[src/sfr_pkg.sv]
package sfr_pkg;
  // Register address and field layout.
  localparam logic [7:0] SFR_ADDR_FADE = 8'h13;
  localparam logic [7:0] SFR_FADE_RESET = 8'h00;
  localparam int SFR_OUT_MSB = 7;
  localparam int SFR_OUT_LSB = 4;
  localparam int SFR_IN_MSB = 3;
  localparam int SFR_IN_LSB = 0;
  localparam logic [3:0] SFR_CODE_OFF = 4'h0;
  localparam logic [3:0] SFR_CODE_KNEE = 4'ha;
  // Ramp times in milliseconds.
  localparam int SFR_STEP_LO_MS = 300;
  localparam int SFR_STEP_HI_MS = 500;
  localparam int SFR_KNEE_MS = 3000;
  // Clock rate and one-millisecond tick.
  localparam int SFR_CLK_HZ = 20000000;
  localparam int SFR_MS_CYCLES = SFR_CLK_HZ / 1000;
  // Microsecond ticks in one millisecond, the unit of the ramp prescaler.
  localparam int SFR_US_PER_MS = 1000;
  // Full-scale current code width.
  localparam int SFR_LVL_W = 7;
  localparam logic [6:0] SFR_LVL_FULL = 7'h7f;

  typedef struct packed {
    logic wr;
    logic [7:0] addr;
    logic [7:0] wdata;
  } sfr_wr_t;

  typedef struct packed {
    logic [12:0] out_ms;
    logic [12:0] in_ms;
    logic out_en;
    logic in_en;
  } sfr_dur_t;

  typedef enum logic [1:0] {
    SFR_IDLE = 2'b00,
    SFR_RISE = 2'b01,
    SFR_FALL = 2'b10
  } sfr_dir_t;

  // Full-scale ramp time in ms for a four-bit code.
  function automatic logic [12:0] sfr_code_ms(input logic [3:0] code);
    int ms;
    if (code <= SFR_CODE_KNEE) begin
      ms = int'(code) * SFR_STEP_LO_MS;
    end else begin
      ms = SFR_KNEE_MS + (int'(code) - int'(SFR_CODE_KNEE)) * SFR_STEP_HI_MS;
    end
    return ms[12:0];
  endfunction
endpackage

[src/sfr_decode.sv]
`timescale 1ns/10ps
module sfr_decode (
  // Register value.
  input wire logic [7:0] fade_rates,
  // Decoded durations.
  output sfr_pkg::sfr_dur_t dur
);
  import sfr_pkg::*;
  logic [3:0] out_code;
  logic [3:0] in_code;
  assign out_code = fade_rates[SFR_OUT_MSB:SFR_OUT_LSB];
  assign in_code = fade_rates[SFR_IN_MSB:SFR_IN_LSB];
  assign dur.out_ms = sfr_code_ms(out_code);
  assign dur.in_ms = sfr_code_ms(in_code);
  assign dur.out_en = (out_code != SFR_CODE_OFF);
  assign dur.in_en = (in_code != SFR_CODE_OFF);
endmodule

[src/sfr_fade_cfg.sv]
`timescale 1ns/10ps
// How it works
// The fade-out code is bits 7:4 of the fade register, and code zero makes the current drop at once.
// The fade-in code is bits 3:0 of the fade register, and code zero makes the current rise at once.
// Fade-out full-scale time is code times 0.30 s up to code ten, then 0.5 s more per code up to 5.5 s.
// Fade-in full-scale time follows the same sixteen-code schedule as fade-out.
// The time per current step is the full-scale time over the full-scale range, so short swings end sooner.
// Rising current uses the fade-in time and falling current uses the fade-out time.
module sfr_fade_cfg #(
  parameter int MS_CYCLES = sfr_pkg::SFR_MS_CYCLES
) (
  // Clock and reset.
  input wire logic ref_clk,
  input wire logic rst_n,
  // Register write and read port.
  input sfr_pkg::sfr_wr_t reg_wr,
  output logic [7:0] sink_fade_rates,
  // Ramp request and level.
  input wire logic [6:0] target_level,
  output logic [6:0] sink_level,
  output logic fading,
  output sfr_pkg::sfr_dur_t dur
);
  import sfr_pkg::*;

  // Clock cycles in one microsecond tick of the ramp prescaler.
  localparam int TICK_CYCLES = MS_CYCLES / SFR_US_PER_MS;
  // Longest stretch without a level step: one step of the slowest code.
  localparam int GAP_MAX = ((SFR_KNEE_MS + (15 - int'(SFR_CODE_KNEE)) * SFR_STEP_HI_MS) * SFR_US_PER_MS
    / int'(SFR_LVL_FULL) + 1) * TICK_CYCLES;

  logic [7:0] rates_q, rates_d;
  logic [6:0] lvl_q, lvl_d;
  logic [31:0] pre_q, pre_d;
  logic [19:0] acc_q, acc_d;
  sfr_dir_t dir;
  logic [12:0] span_ms;
  logic [19:0] step_cycles;
  logic [31:0] gap_q, gap_d;

  sfr_decode u_dec (
    .fade_rates(rates_q),
    .dur(dur)
  );

  always_comb begin
    rates_d = rates_q;
    if (reg_wr.wr && reg_wr.addr == SFR_ADDR_FADE) begin
      rates_d = reg_wr.wdata;
    end
  end

  // Direction picks which duration drives the ramp.
  always_comb begin
    if (target_level > lvl_q) begin
      dir = SFR_RISE;
    end else if (target_level < lvl_q) begin
      dir = SFR_FALL;
    end else begin
      dir = SFR_IDLE;
    end
  end

  always_comb begin
    case (dir)
      SFR_RISE: span_ms = dur.in_ms;
      SFR_FALL: span_ms = dur.out_ms;
      default: span_ms = '0;
    endcase
  end

  // Microsecond ticks per one code step: full-scale time spread over 127 steps.
  // A swing of fewer codes therefore ends in proportionally less time.
  assign step_cycles = 20'((32'(span_ms) * 32'(SFR_US_PER_MS)) / 32'(SFR_LVL_FULL));

  always_comb begin
    lvl_d = lvl_q;
    pre_d = pre_q;
    acc_d = acc_q;
    case (dir)
      SFR_IDLE: begin
        pre_d = '0;
        acc_d = '0;
      end
      SFR_RISE, SFR_FALL: begin
        if ((dir == SFR_RISE && !dur.in_en) || (dir == SFR_FALL && !dur.out_en)) begin
          lvl_d = target_level;
          acc_d = '0;
        end else if (pre_q + 32'd1 >= 32'(TICK_CYCLES)) begin
          pre_d = '0;
          if (acc_q + 20'd1 >= step_cycles) begin
            acc_d = '0;
            lvl_d = (dir == SFR_RISE) ? lvl_q + 7'h01 : lvl_q - 7'h01;
          end else begin
            acc_d = acc_q + 20'd1;
          end
        end else begin
          pre_d = pre_q + 32'd1;
        end
      end
      default: begin
        lvl_d = lvl_q;
      end
    endcase
  end

  always_ff @(posedge ref_clk) begin
    if (!rst_n) begin
      rates_q <= SFR_FADE_RESET;
      lvl_q <= '0;
      pre_q <= '0;
      acc_q <= '0;
    end else begin
      rates_q <= rates_d;
      lvl_q <= lvl_d;
      pre_q <= pre_d;
      acc_q <= acc_d;
    end
  end

  // Counts cycles of an active fade since the level last moved; only the checks read it.
  always_comb begin
    gap_d = '0;
    if (dir != SFR_IDLE && lvl_d == lvl_q) begin
      gap_d = gap_q + 32'd1;
    end
  end

  always_ff @(posedge ref_clk) begin
    if (!rst_n) begin
      gap_q <= '0;
    end else begin
      gap_q <= gap_d;
    end
  end

  assign sink_fade_rates = rates_q;
  assign sink_level = lvl_q;
  assign fading = (dir != SFR_IDLE);

  AST_WRITE: assert property (@(posedge ref_clk) disable iff (!rst_n)
    reg_wr.wr && reg_wr.addr == SFR_ADDR_FADE |=> sink_fade_rates == $past(reg_wr.wdata))
    else $error("fade register write lost");
  AST_OUT_OFF: assert property (@(posedge ref_clk) disable iff (!rst_n)
    dir == SFR_FALL && !dur.out_en |=> sink_level == $past(target_level))
    else $error("fade-out disabled but level ramped");
  AST_IN_OFF: assert property (@(posedge ref_clk) disable iff (!rst_n)
    dir == SFR_RISE && !dur.in_en |=> sink_level == $past(target_level))
    else $error("fade-in disabled but level ramped");
  AST_OUT_MS: assert property (@(posedge ref_clk) disable iff (!rst_n)
    rates_q[7:4] == 4'hf |-> dur.out_ms == 13'd5500)
    else $error("fade-out code fifteen not 5.5 s");
  AST_IN_MS: assert property (@(posedge ref_clk) disable iff (!rst_n)
    rates_q[3:0] == 4'h1 |-> dur.in_ms == 13'd300)
    else $error("fade-in code one not 0.30 s");
  AST_STEP: assert property (@(posedge ref_clk) disable iff (!rst_n)
    $changed(sink_level) && $past(dir) == SFR_RISE && $past(dur.in_en) |-> sink_level == $past(sink_level) + 7'h01)
    else $error("rising ramp moved more than one step");
  AST_DIR: assert property (@(posedge ref_clk) disable iff (!rst_n)
    target_level > sink_level |=> sink_level >= $past(sink_level))
    else $error("level fell while rising");
  AST_HOLD: assert property (@(posedge ref_clk) disable iff (!rst_n)
    dir == SFR_IDLE && $stable(target_level) |=> $stable(sink_level))
    else $error("level moved with no fade");
  CV_RISE: cover property (@(posedge ref_clk) disable iff (!rst_n) dir == SFR_RISE && dur.in_en ##1 $changed(sink_level));
  CV_FALL: cover property (@(posedge ref_clk) disable iff (!rst_n) dir == SFR_FALL && dur.out_en ##1 $changed(sink_level));
  CV_SNAP: cover property (@(posedge ref_clk) disable iff (!rst_n) dir == SFR_RISE && !dur.in_en);
  CV_DROP: cover property (@(posedge ref_clk) disable iff (!rst_n) dir == SFR_FALL && !dur.out_en);
  CV_DONE: cover property (@(posedge ref_clk) disable iff (!rst_n) dir == SFR_RISE ##1 dir == SFR_IDLE);

  // A falling ramp moves down by exactly one code per step.
  AST_FALL_STEP: assert property (@(posedge ref_clk) disable iff (!rst_n)
    $changed(sink_level) && $past(dir) == SFR_FALL && $past(dur.out_en) |-> sink_level == $past(sink_level) - 7'h01)
    else $error("falling ramp moved more than one step");

  // While the target lies below, the level never climbs.
  AST_FALL_DIR: assert property (@(posedge ref_clk) disable iff (!rst_n)
    target_level < sink_level |=> sink_level <= $past(sink_level))
    else $error("level rose while falling");

  // A rising fade never passes its target.
  AST_RISE_CAP: assert property (@(posedge ref_clk) disable iff (!rst_n)
    dir == SFR_RISE |=> sink_level <= $past(target_level))
    else $error("rising fade overshot target");

  // A falling fade never passes its target.
  AST_FALL_CAP: assert property (@(posedge ref_clk) disable iff (!rst_n)
    dir == SFR_FALL |=> sink_level >= $past(target_level))
    else $error("falling fade undershot target");

  // First code above the knee adds half a second to the three-second point.
  AST_OUT_KNEE: assert property (@(posedge ref_clk) disable iff (!rst_n)
    rates_q[SFR_OUT_MSB:SFR_OUT_LSB] == 4'hb |-> dur.out_ms == 13'd3500)
    else $error("fade-out code eleven not 3.5 s");

  // The knee code itself ends the 0.30 s schedule at three seconds.
  AST_IN_KNEE: assert property (@(posedge ref_clk) disable iff (!rst_n)
    rates_q[SFR_IN_MSB:SFR_IN_LSB] == SFR_CODE_KNEE |-> dur.in_ms == 13'd3000)
    else $error("fade-in code ten not 3.0 s");

  // A zero upper code turns the fade-out off.
  AST_OUT_EN: assert property (@(posedge ref_clk) disable iff (!rst_n)
    rates_q[SFR_OUT_MSB:SFR_OUT_LSB] == SFR_CODE_OFF |-> !dur.out_en)
    else $error("fade-out enabled with code zero");

  // A zero lower code turns the fade-in off.
  AST_IN_EN: assert property (@(posedge ref_clk) disable iff (!rst_n)
    rates_q[SFR_IN_MSB:SFR_IN_LSB] == SFR_CODE_OFF |-> !dur.in_en)
    else $error("fade-in enabled with code zero");

  // Writes to any other address leave the fade register alone.
  AST_REFUSED: assert property (@(posedge ref_clk) disable iff (!rst_n)
    reg_wr.wr && reg_wr.addr != SFR_ADDR_FADE |=> $stable(sink_fade_rates))
    else $error("fade register changed by foreign write");

  // Reset clears the register and the level.
  AST_RESET: assert property (@(posedge ref_clk)
    !rst_n |=> sink_level == 7'h00 && sink_fade_rates == SFR_FADE_RESET)
    else $error("reset did not clear state");

  // An active fade never stalls longer than one step of the slowest code.
  AST_GAP: assert property (@(posedge ref_clk) disable iff (!rst_n)
    gap_q <= 32'(GAP_MAX))
    else $error("fade stalled between steps");
endmodule

[config.mk]
export PLATFORM = sky130hd
export DESIGN_NAME = sfr_fade_cfg
export DESIGN_NICKNAME = d
export VERILOG_FILES = /design/src/sfr_pkg.sv /design/src/sfr_decode.sv /design/src/sfr_fade_cfg.sv
export SDC_FILE = /design/constraint.sdc
export NUM_CORES = 1
export LEC_CHECK = 0
export ABC_AREA = 1
export BUFFER_PORTS_ARGS = -buffer_cell sky130_fd_sc_hd__buf_2
export CORE_ASPECT_RATIO = 0.6
export CORE_UTILIZATION = 45
export CTS_BUF_LIST = sky130_fd_sc_hd__clkbuf_8 sky130_fd_sc_hd__clkbuf_16
export CTS_CLUSTER_DIAMETER = 40
export DETAILED_ROUTE_END_ITERATION = 12
export SETUP_SLACK_MARGIN = 0.2
export SLEW_MARGIN = 10
export SYNTH_ARGS = -nofsm -noshare
export SYNTH_HDL_FRONTEND = slang
export SYNTH_SLANG_ARGS = --single-unit
[constraint.sdc]
create_clock -name ref_clk -period 24.2 [get_ports ref_clk]
set_input_delay 3.63 -clock ref_clk [delete_from_list [all_inputs] [get_ports ref_clk]]
set_output_delay 3.63 -clock ref_clk [all_outputs]
set_load 0.005 [all_outputs]
==> run metrics, run 1 <==
Vias=15542; Mapped Area=14900 um^2; Post-layout nets=2764; Post-CTS Hold Fix Bufs=0; Global Route Usage Sum=25.8%; synthesized instance count=between 2000 and 2500; Via density=5.25; initial antenna violation count=0; Setup Viol. Count Final=0; Synth area leader=nand2_1; drt pass-1 iters=5; sequential share of the synthesized area=under 10%; FF+latch count, synth=67; Worst Tran Pin Value=~900 ps; biggest cell delay along the critical path=540 ps; # DRC=0; Area growth syn-to-layout=10.7%; Power Dens Cells=about 110 nW/um^2; initial drt markers=1299; WP data arrival=between 20000 and 25000 ps; CTS H-Tree Depth=3; Netlist cell types=64; Final HPWL DP=36.7 mm; first-pass GRT wire length=71.2 mm; placed insts=slightly below 3000; ys flop type=dfxtp_1; worst reg2reg setup slack=1780 ps; Syn Area/Cell=6.10 um^2; top cell type's share of synthesized area=16.4%; Slowest-stage cell, CP=fa_1; peak supply drop=0.307 mV; ys async rst share=0%; Port Buffers=65; GR Layer Usage met3=6.51%; footprint of the multi-input gates=12100 um^2; Pleak=8.99 nW; maximum root-to-sink buffer count=2; required time worst endpoint=around 24000 ps; Area contributors post-synth=nand2_1 16%, ha_1 13%, inv_1 9.7%, dfxtp_1 9.0%, fa_1 7.1%; CP delay by family, top=simple AND/OR/NAND/NOR gates; final RePlAce weighted congestion=0.987; unrepaired setup endpoints after global routing=no; die area=around 34000 um^2; CP Class=input port to flop; I/O Pins=70; maxcap violations=0; clock slew at reported path FFs=70 ps; Tmin final=22630 ps; post-DR wirelength/cell=15.0 um; count of flip-flops with a built-in enable after synthesis=0; DRT antenna net count=0; non-filler instance count after layout=2961; core area=32500 um^2; Initial Util=45.9%; Top Usage Layer GRT=met1; most used cell, CP=nand2_1; DIE WIDTH=237 um; crit path launch type=input port; CTS Root Cell=clkbuf_16; tightest hold margin=roughly 460 ps; Synth Warn #=0; CTS Sinks=67; n_diodes=0; fraction of layout cells with a size suffix above 1=approximately 15%; WP buf/inv=24; Overflow after GRT=0; fmax=~44 MHz; register area=~1300 um^2; Setup Skew=9.80 ps; die height=approximately 140 um; Max Slew Vio Count=0; outcome=finished clean; fillcell total=3399; number of global-route vias before repair=13753; clk_lat worst skew=350 ps; GR Layer Usage met1=42.0%; largest net degree at the start of global routing=48; Final Cycle Share=93.5%; CP endpoint kind=flop; worst rel slew slack=40.4%; Num CTS Buffers=9; final hold vios=0; Worst Hold Class=flop to flop; std cell rows=51; final wirelength=44.3 mm; CP Max Fanout=14; M2 GR Usage=33.4%; CTS tree=yes
==> per-stage QoR <==
step / instance area, um^2 / TNS [ps] / worst slack [ps] / power, mW / utilization, %
final: 16500 / 0 / 1570 / 1.87 / 50.9
after global routing: 16500 / 0 / 30.2 / 2.08 / 50.9
after CTS: 16000 / 0 / 238 / 1.77 / 49.1
after detailed placement: 15700 / -9430 / -523 / 1.62 / 48.1
after global placement: 15700 / 0 / 39.9 / 1.62 / 48.1
after floorplan: 15000 / 0 / 3980 / 1.33 / -
==> path summary, 6_finish.rpt <==
path | from | to | cells after the start
max | target_level[2] | sink_level[5] | 135
min | acc_q[19] | acc_q[19] | 2
max reg2reg | sink_fade_rates[6] | sink_level[5] | 143
min reg2reg | acc_q[19] | acc_q[19] | 2
==> synth_stat cells, types with 4 or more instances <==
| master | instances |
|---|---|
| nand2_1 | 654 |
| inv_1 | 386 |
| nand3_1 | 207 |
| nor2_1 | 193 |
| ha_1 | 153 |
| a21oi_1 | 97 |
| xor2_1 | 85 |
| o21ai_0 | 70 |
| dfxtp_1 | 67 |
| nand4_1 | 63 |
| nor3_1 | 54 |
| fa_1 | 53 |
| nand2_2 | 51 |
| inv_2 | 41 |
| nor2_2 | 29 |
| xnor2_1 | 25 |
| clkbuf_1 | 19 |
| nand3_2 | 16 |
| nand2_4 | 15 |
| nand3b_1 | 14 |
| nor2_4 | 12 |
| buf_6 | 11 |
| o21ai_1 | 10 |
| a31oi_1 | 9 |
| buf_4 | 9 |
| clkinv_1 | 9 |
| and2_1 | 7 |
| nand3_4 | 7 |
| nor4_1 | 7 |
| o21a_1 | 6 |
| o21bai_1 | 6 |
| a22oi_1 | 4 |
| o211ai_1 | 4 |
| o21ai_2 | 4 |
| or2_2 | 4 |
==> tightest hold or removal path, delay by kind of cell (launching register included) <==
kind	cells	cell delay [ps]
flip-flops	1	300
buffers and inverters	1	70
AND/OR/NAND/NOR	1	50
==> layout by cell type, fill, tap and decap left out, types with 63 or more instances in the layout <==
master and count:
nand2_1 639, inv_1 383, nand3_1 204, nor2_1 174, ha_1 152, a21oi_1 95
xor2_1 85, o21ai_0 67, dfxtp_1 67, buf_2 65, nand4_1 63
==> area by class of cell <==
type / count / share of cell area [%]
clock inverters: 7 / 0.499
multi-input cells: 1907 / 72.9
well taps: 424 / 3.21
clock buffers: 9 / 1.36
flip-flops and latches: 67 / 8.10
repair buffers: 110 / 4.01
inverters: 437 / 9.97
==> logic make-up (layout without fill, tap and decap cells) <==
group | after synthesis | in the layout | synth area share (%)
adders and majority gates | 206 | 206 | 19.9
AOI/OAI and AO/OA | 238 | 239 | 9.26
other | 1 | 4 | 0.0251
DFF | 67 | 67 | 8.98
and+or+nand+nor | 1344 | 1346 | 42.3
buffers and inverters | 480 | 563 | 12.9
xor gates and xnor gates | 112 | 112 | 6.66
==> registers in the layout, summed over array words and instances, names as in the netlist <==
name / count
acc_q: 20
pre_q: 32
sink_level: 7
sink_fade_rates: 8
==> what timing repair did <==
action                                  in CTS  in global routing
endpoints found under the setup margin      24                 24
pin swaps                                    0                 18
gates resized for setup                      5                 84
buffers inserted                             0                 29
gates cloned                                 0                  3
hold endpoints to repair                     0                  0
==> routing by layer <==
layer	part of all wire [%]	up-vias
li1	-	7980
met3	9.3	17
met5	0	-
met2	36	491
met1	54	7054
met4	0.33	0
==> where the power goes <==
group	internal (mW)	switching (mW)	leakage [nW]	total, mW
clock network	0.0816	0.0577	0.145	0.139
registers	0.117	0.00920	0.542	0.126
logic	0.528	1.08	8.31	1.61
Note: power is estimated with default switching activity, not from simulation.
==> run 2: changes to the inputs <==
--- a/config.mk
+++ b/config.mk
@@ -8,10 +8,12 @@
 export ABC_AREA = 1
 export BUFFER_PORTS_ARGS = -buffer_cell sky130_fd_sc_hd__buf_2
 export CORE_ASPECT_RATIO = 0.6
-export CORE_UTILIZATION = 45
+export CORE_UTILIZATION = 65
 export CTS_BUF_LIST = sky130_fd_sc_hd__clkbuf_8 sky130_fd_sc_hd__clkbuf_16
 export CTS_CLUSTER_DIAMETER = 40
 export DETAILED_ROUTE_END_ITERATION = 12
+export MAX_ROUTING_LAYER = met4
+export PLACE_DENSITY = 0.84
 export SETUP_SLACK_MARGIN = 0.2
 export SLEW_MARGIN = 10
 export SYNTH_ARGS = -nofsm -noshare
==> run metrics, run 2 (synthesis gave the netlist of run 1 again) <==
unrepaired setup endpoints after global routing=no (unchanged); # DRC=0 (unchanged); crit path launch type=input port (unchanged); drt pass-1 iters=6 (was 5); power share of the sequential group=6.8% (was 6.7%); core area=22300 um^2 (was 32500 um^2); Final Cycle Share=95.0% (was 93.5%); switch share=61.2% (about the same); Via density=5.74 (was 5.25); Setup Viol. Count Final=0 (unchanged); Power Dens Cells=114 nW/um^2 (was 113 nW/um^2); Worst Hold Class=flop to flop (unchanged); CTS H-Tree Depth=3 (unchanged); Most flops, register=pre_q (unchanged); Setup Skew=6.32 ps (was 9.80 ps); register area=1340 um^2 (about the same); Max Slew Vio Count=0 (unchanged); Slowest-stage cell, CP=fa_1 (unchanged); I/O Pins=70 (unchanged); CTS tree=yes (unchanged); Worst Tran Pin Value=1220 ps (was 893 ps); required time worst endpoint=24430 ps (was 24440 ps); commonest cells after routing, fill and taps aside=639 x nand2_1, 383 x inv_1, 204 x nand3_1 (unchanged); internal power=0.724 mW (was 0.727 mW); CP Class=input port to flop (unchanged); maxcap violations=0 (unchanged); Vias=16292 (was 15542); WP data arrival=23220 ps (was 22870 ps); Pleak=8.97 nW (was 8.99 nW); clock slew at reported path FFs=60 ps (was 70 ps); CP Max Fanout=13 (was 14); Overflow after GRT=0 (unchanged); Post-layout nets=2754 (was 2764); CTS Root Cell=clkbuf_16 (unchanged); Num CTS Buffers=9 (unchanged); fmax=43.5 MHz (was 44.2 MHz); die height=119 um (was 143 um); Combinational Power Share=85.5% (was 85.8%); maximum root-to-sink buffer count=2 (unchanged); largest net degree at the start of global routing=43 (was 48); CP endpoint kind=flop (unchanged); final hold vios=0 (unchanged); clk_lat worst skew=350 ps (about the same); std cell rows=42 (was 51); die area=23600 um^2 (was 34000 um^2); final wirelength=44.8 mm (was 44.3 mm); most used cell, CP=nand2_1 (unchanged); Post-CTS Hold Fix Bufs=0 (unchanged); first-pass GRT wire length=70.7 mm (was 71.2 mm); Final HPWL DP=36.2 mm (was 36.7 mm); Initial Util=67.1% (was 45.9%); initial antenna violation count=1 (was 0); CTS Sinks=67 (unchanged); fraction of layout cells with a size suffix above 1=14.6% (was 15.0%); Global Route Usage Sum=38.0% (was 25.8%); Tmin final=22980 ps (was 22630 ps); footprint of the multi-input gates=12000 um^2 (was 12100 um^2); Port Buffers=65 (unchanged); post-layout util=73.1% (was 50.9%); commonest non-fill, non-tap cell in the layout=nand2_1 (unchanged); Setup TNS=0 ps (unchanged); fillcell total=1856 (was 3399); DIE WIDTH=198 um (was 237 um); worst rel slew slack=17.7% (was 40.4%); biggest cell delay along the critical path=560 ps (was 540 ps); outcome=finished clean (unchanged); placed insts=2794 (was 2913); number of global-route vias before repair=14239 (was 13753); number of flip-flops in the largest register=32 (unchanged); non-filler instance count after layout=2836 (was 2961); post-DR wirelength/cell=15.8 um (was 15.0 um); final RePlAce weighted congestion=1.03 (was 0.987); DRT antenna net count=0 (unchanged); Clock Power Share=7.7% (was 7.4%); initial drt markers=2052 (was 1299); peak supply drop=0.381 mV (was 0.307 mV); net switching power=1.14 mW (was 1.15 mW); Area growth syn-to-layout=9.03% (was 10.7%)
run 2: cell types whose count changed in the layout (fill, tap and decap cells not counted), sizes merged, moves of 2 or more:
| cell | before | now |
|---|---|---|
| clkinvlp | 3 | 5 |
| inv | 430 | 426 |
| buf | 109 | 98 |
| clkinv | 10 | 12 |
run 2: cell type report:
cell class | count | area share (%)
Antenna cell | 1 | 0.0154
Clock inverter | 7 | 0.568
Sequential cell | 67 | 8.25
Tap cell | 308 | 2.37
Multi-Input combinational cell | 1908 | 73.8
Timing Repair inverter | 1 | 0.0307
Inverter | 437 | 10.1
Timing Repair Buffer | 98 | 3.52
Clock buffer | 9 | 1.38
run 2: critical path, delay by kind of cell:
kind,cells,cell delay [ps]
AND/OR/NAND/NOR,93,11990
buffers and inverters,20,2460
adder cells (fa/ha/maj),9,3340
AO/OA/AOI/OAI,10,1700
run 2: final timing paths:
| path | endpoint | from | slack (ps) | depth (start not counted) |
|---|---|---|---|---|
| setup / recovery | sink_level[5] | target_level[2] | 1220 | 132 |
| hold / removal | acc_q[19] | acc_q[19] | 460 | 2 |
| setup reg to reg | sink_level[5] | sink_fade_rates[2] | 1540 | 146 |
| hold reg to reg | acc_q[19] | acc_q[19] | 460 | 2 |
run 2: metrics by stage:
step	setup WS (ps)	hold slack (ps)	power, mW	cell area (um^2)
after floorplan	3980	439	1.33	15000
after global placement	19.2	452	1.59	15500
after detailed placement	-541	460	1.61	15500
after CTS	277	468	1.76	15800
after global routing	24.3	487	2.04	16300
final	1220	463	1.86	16300
run 2: power by group through the flow:
| stage | Combinational (mW) | Clock, mW | Sequential [mW] |
|---|---|---|---|
| 2_1_floorplan | 1.21 | 0 | 0.127 |
| 3_3_place_gp | 1.47 | 0 | 0.128 |
| 3_5_place_dp | 1.48 | 0 | 0.129 |
| 4_1_cts | 1.49 | 0.143 | 0.126 |
| 5_1_grt | 1.76 | 0.148 | 0.128 |
| 6_report | 1.60 | 0.143 | 0.127 |
run 2: per-layer routing:
metal	global-route usage [%]	vias up	part of all wire, %
li1	-	7960	-
met5	-	-	0
met1	58.9	7455	48
met3	7.19	40	12
met4	4.51	0	0.78
met2	51.1	837	40
run 2: what timing repair did:
action                                  CTS  global route
cloned                                    0             5
setup buffers                             0            20
pin swaps                                 0            12
endpoints found under the setup margin   24            24
gates resized for setup                   5            75
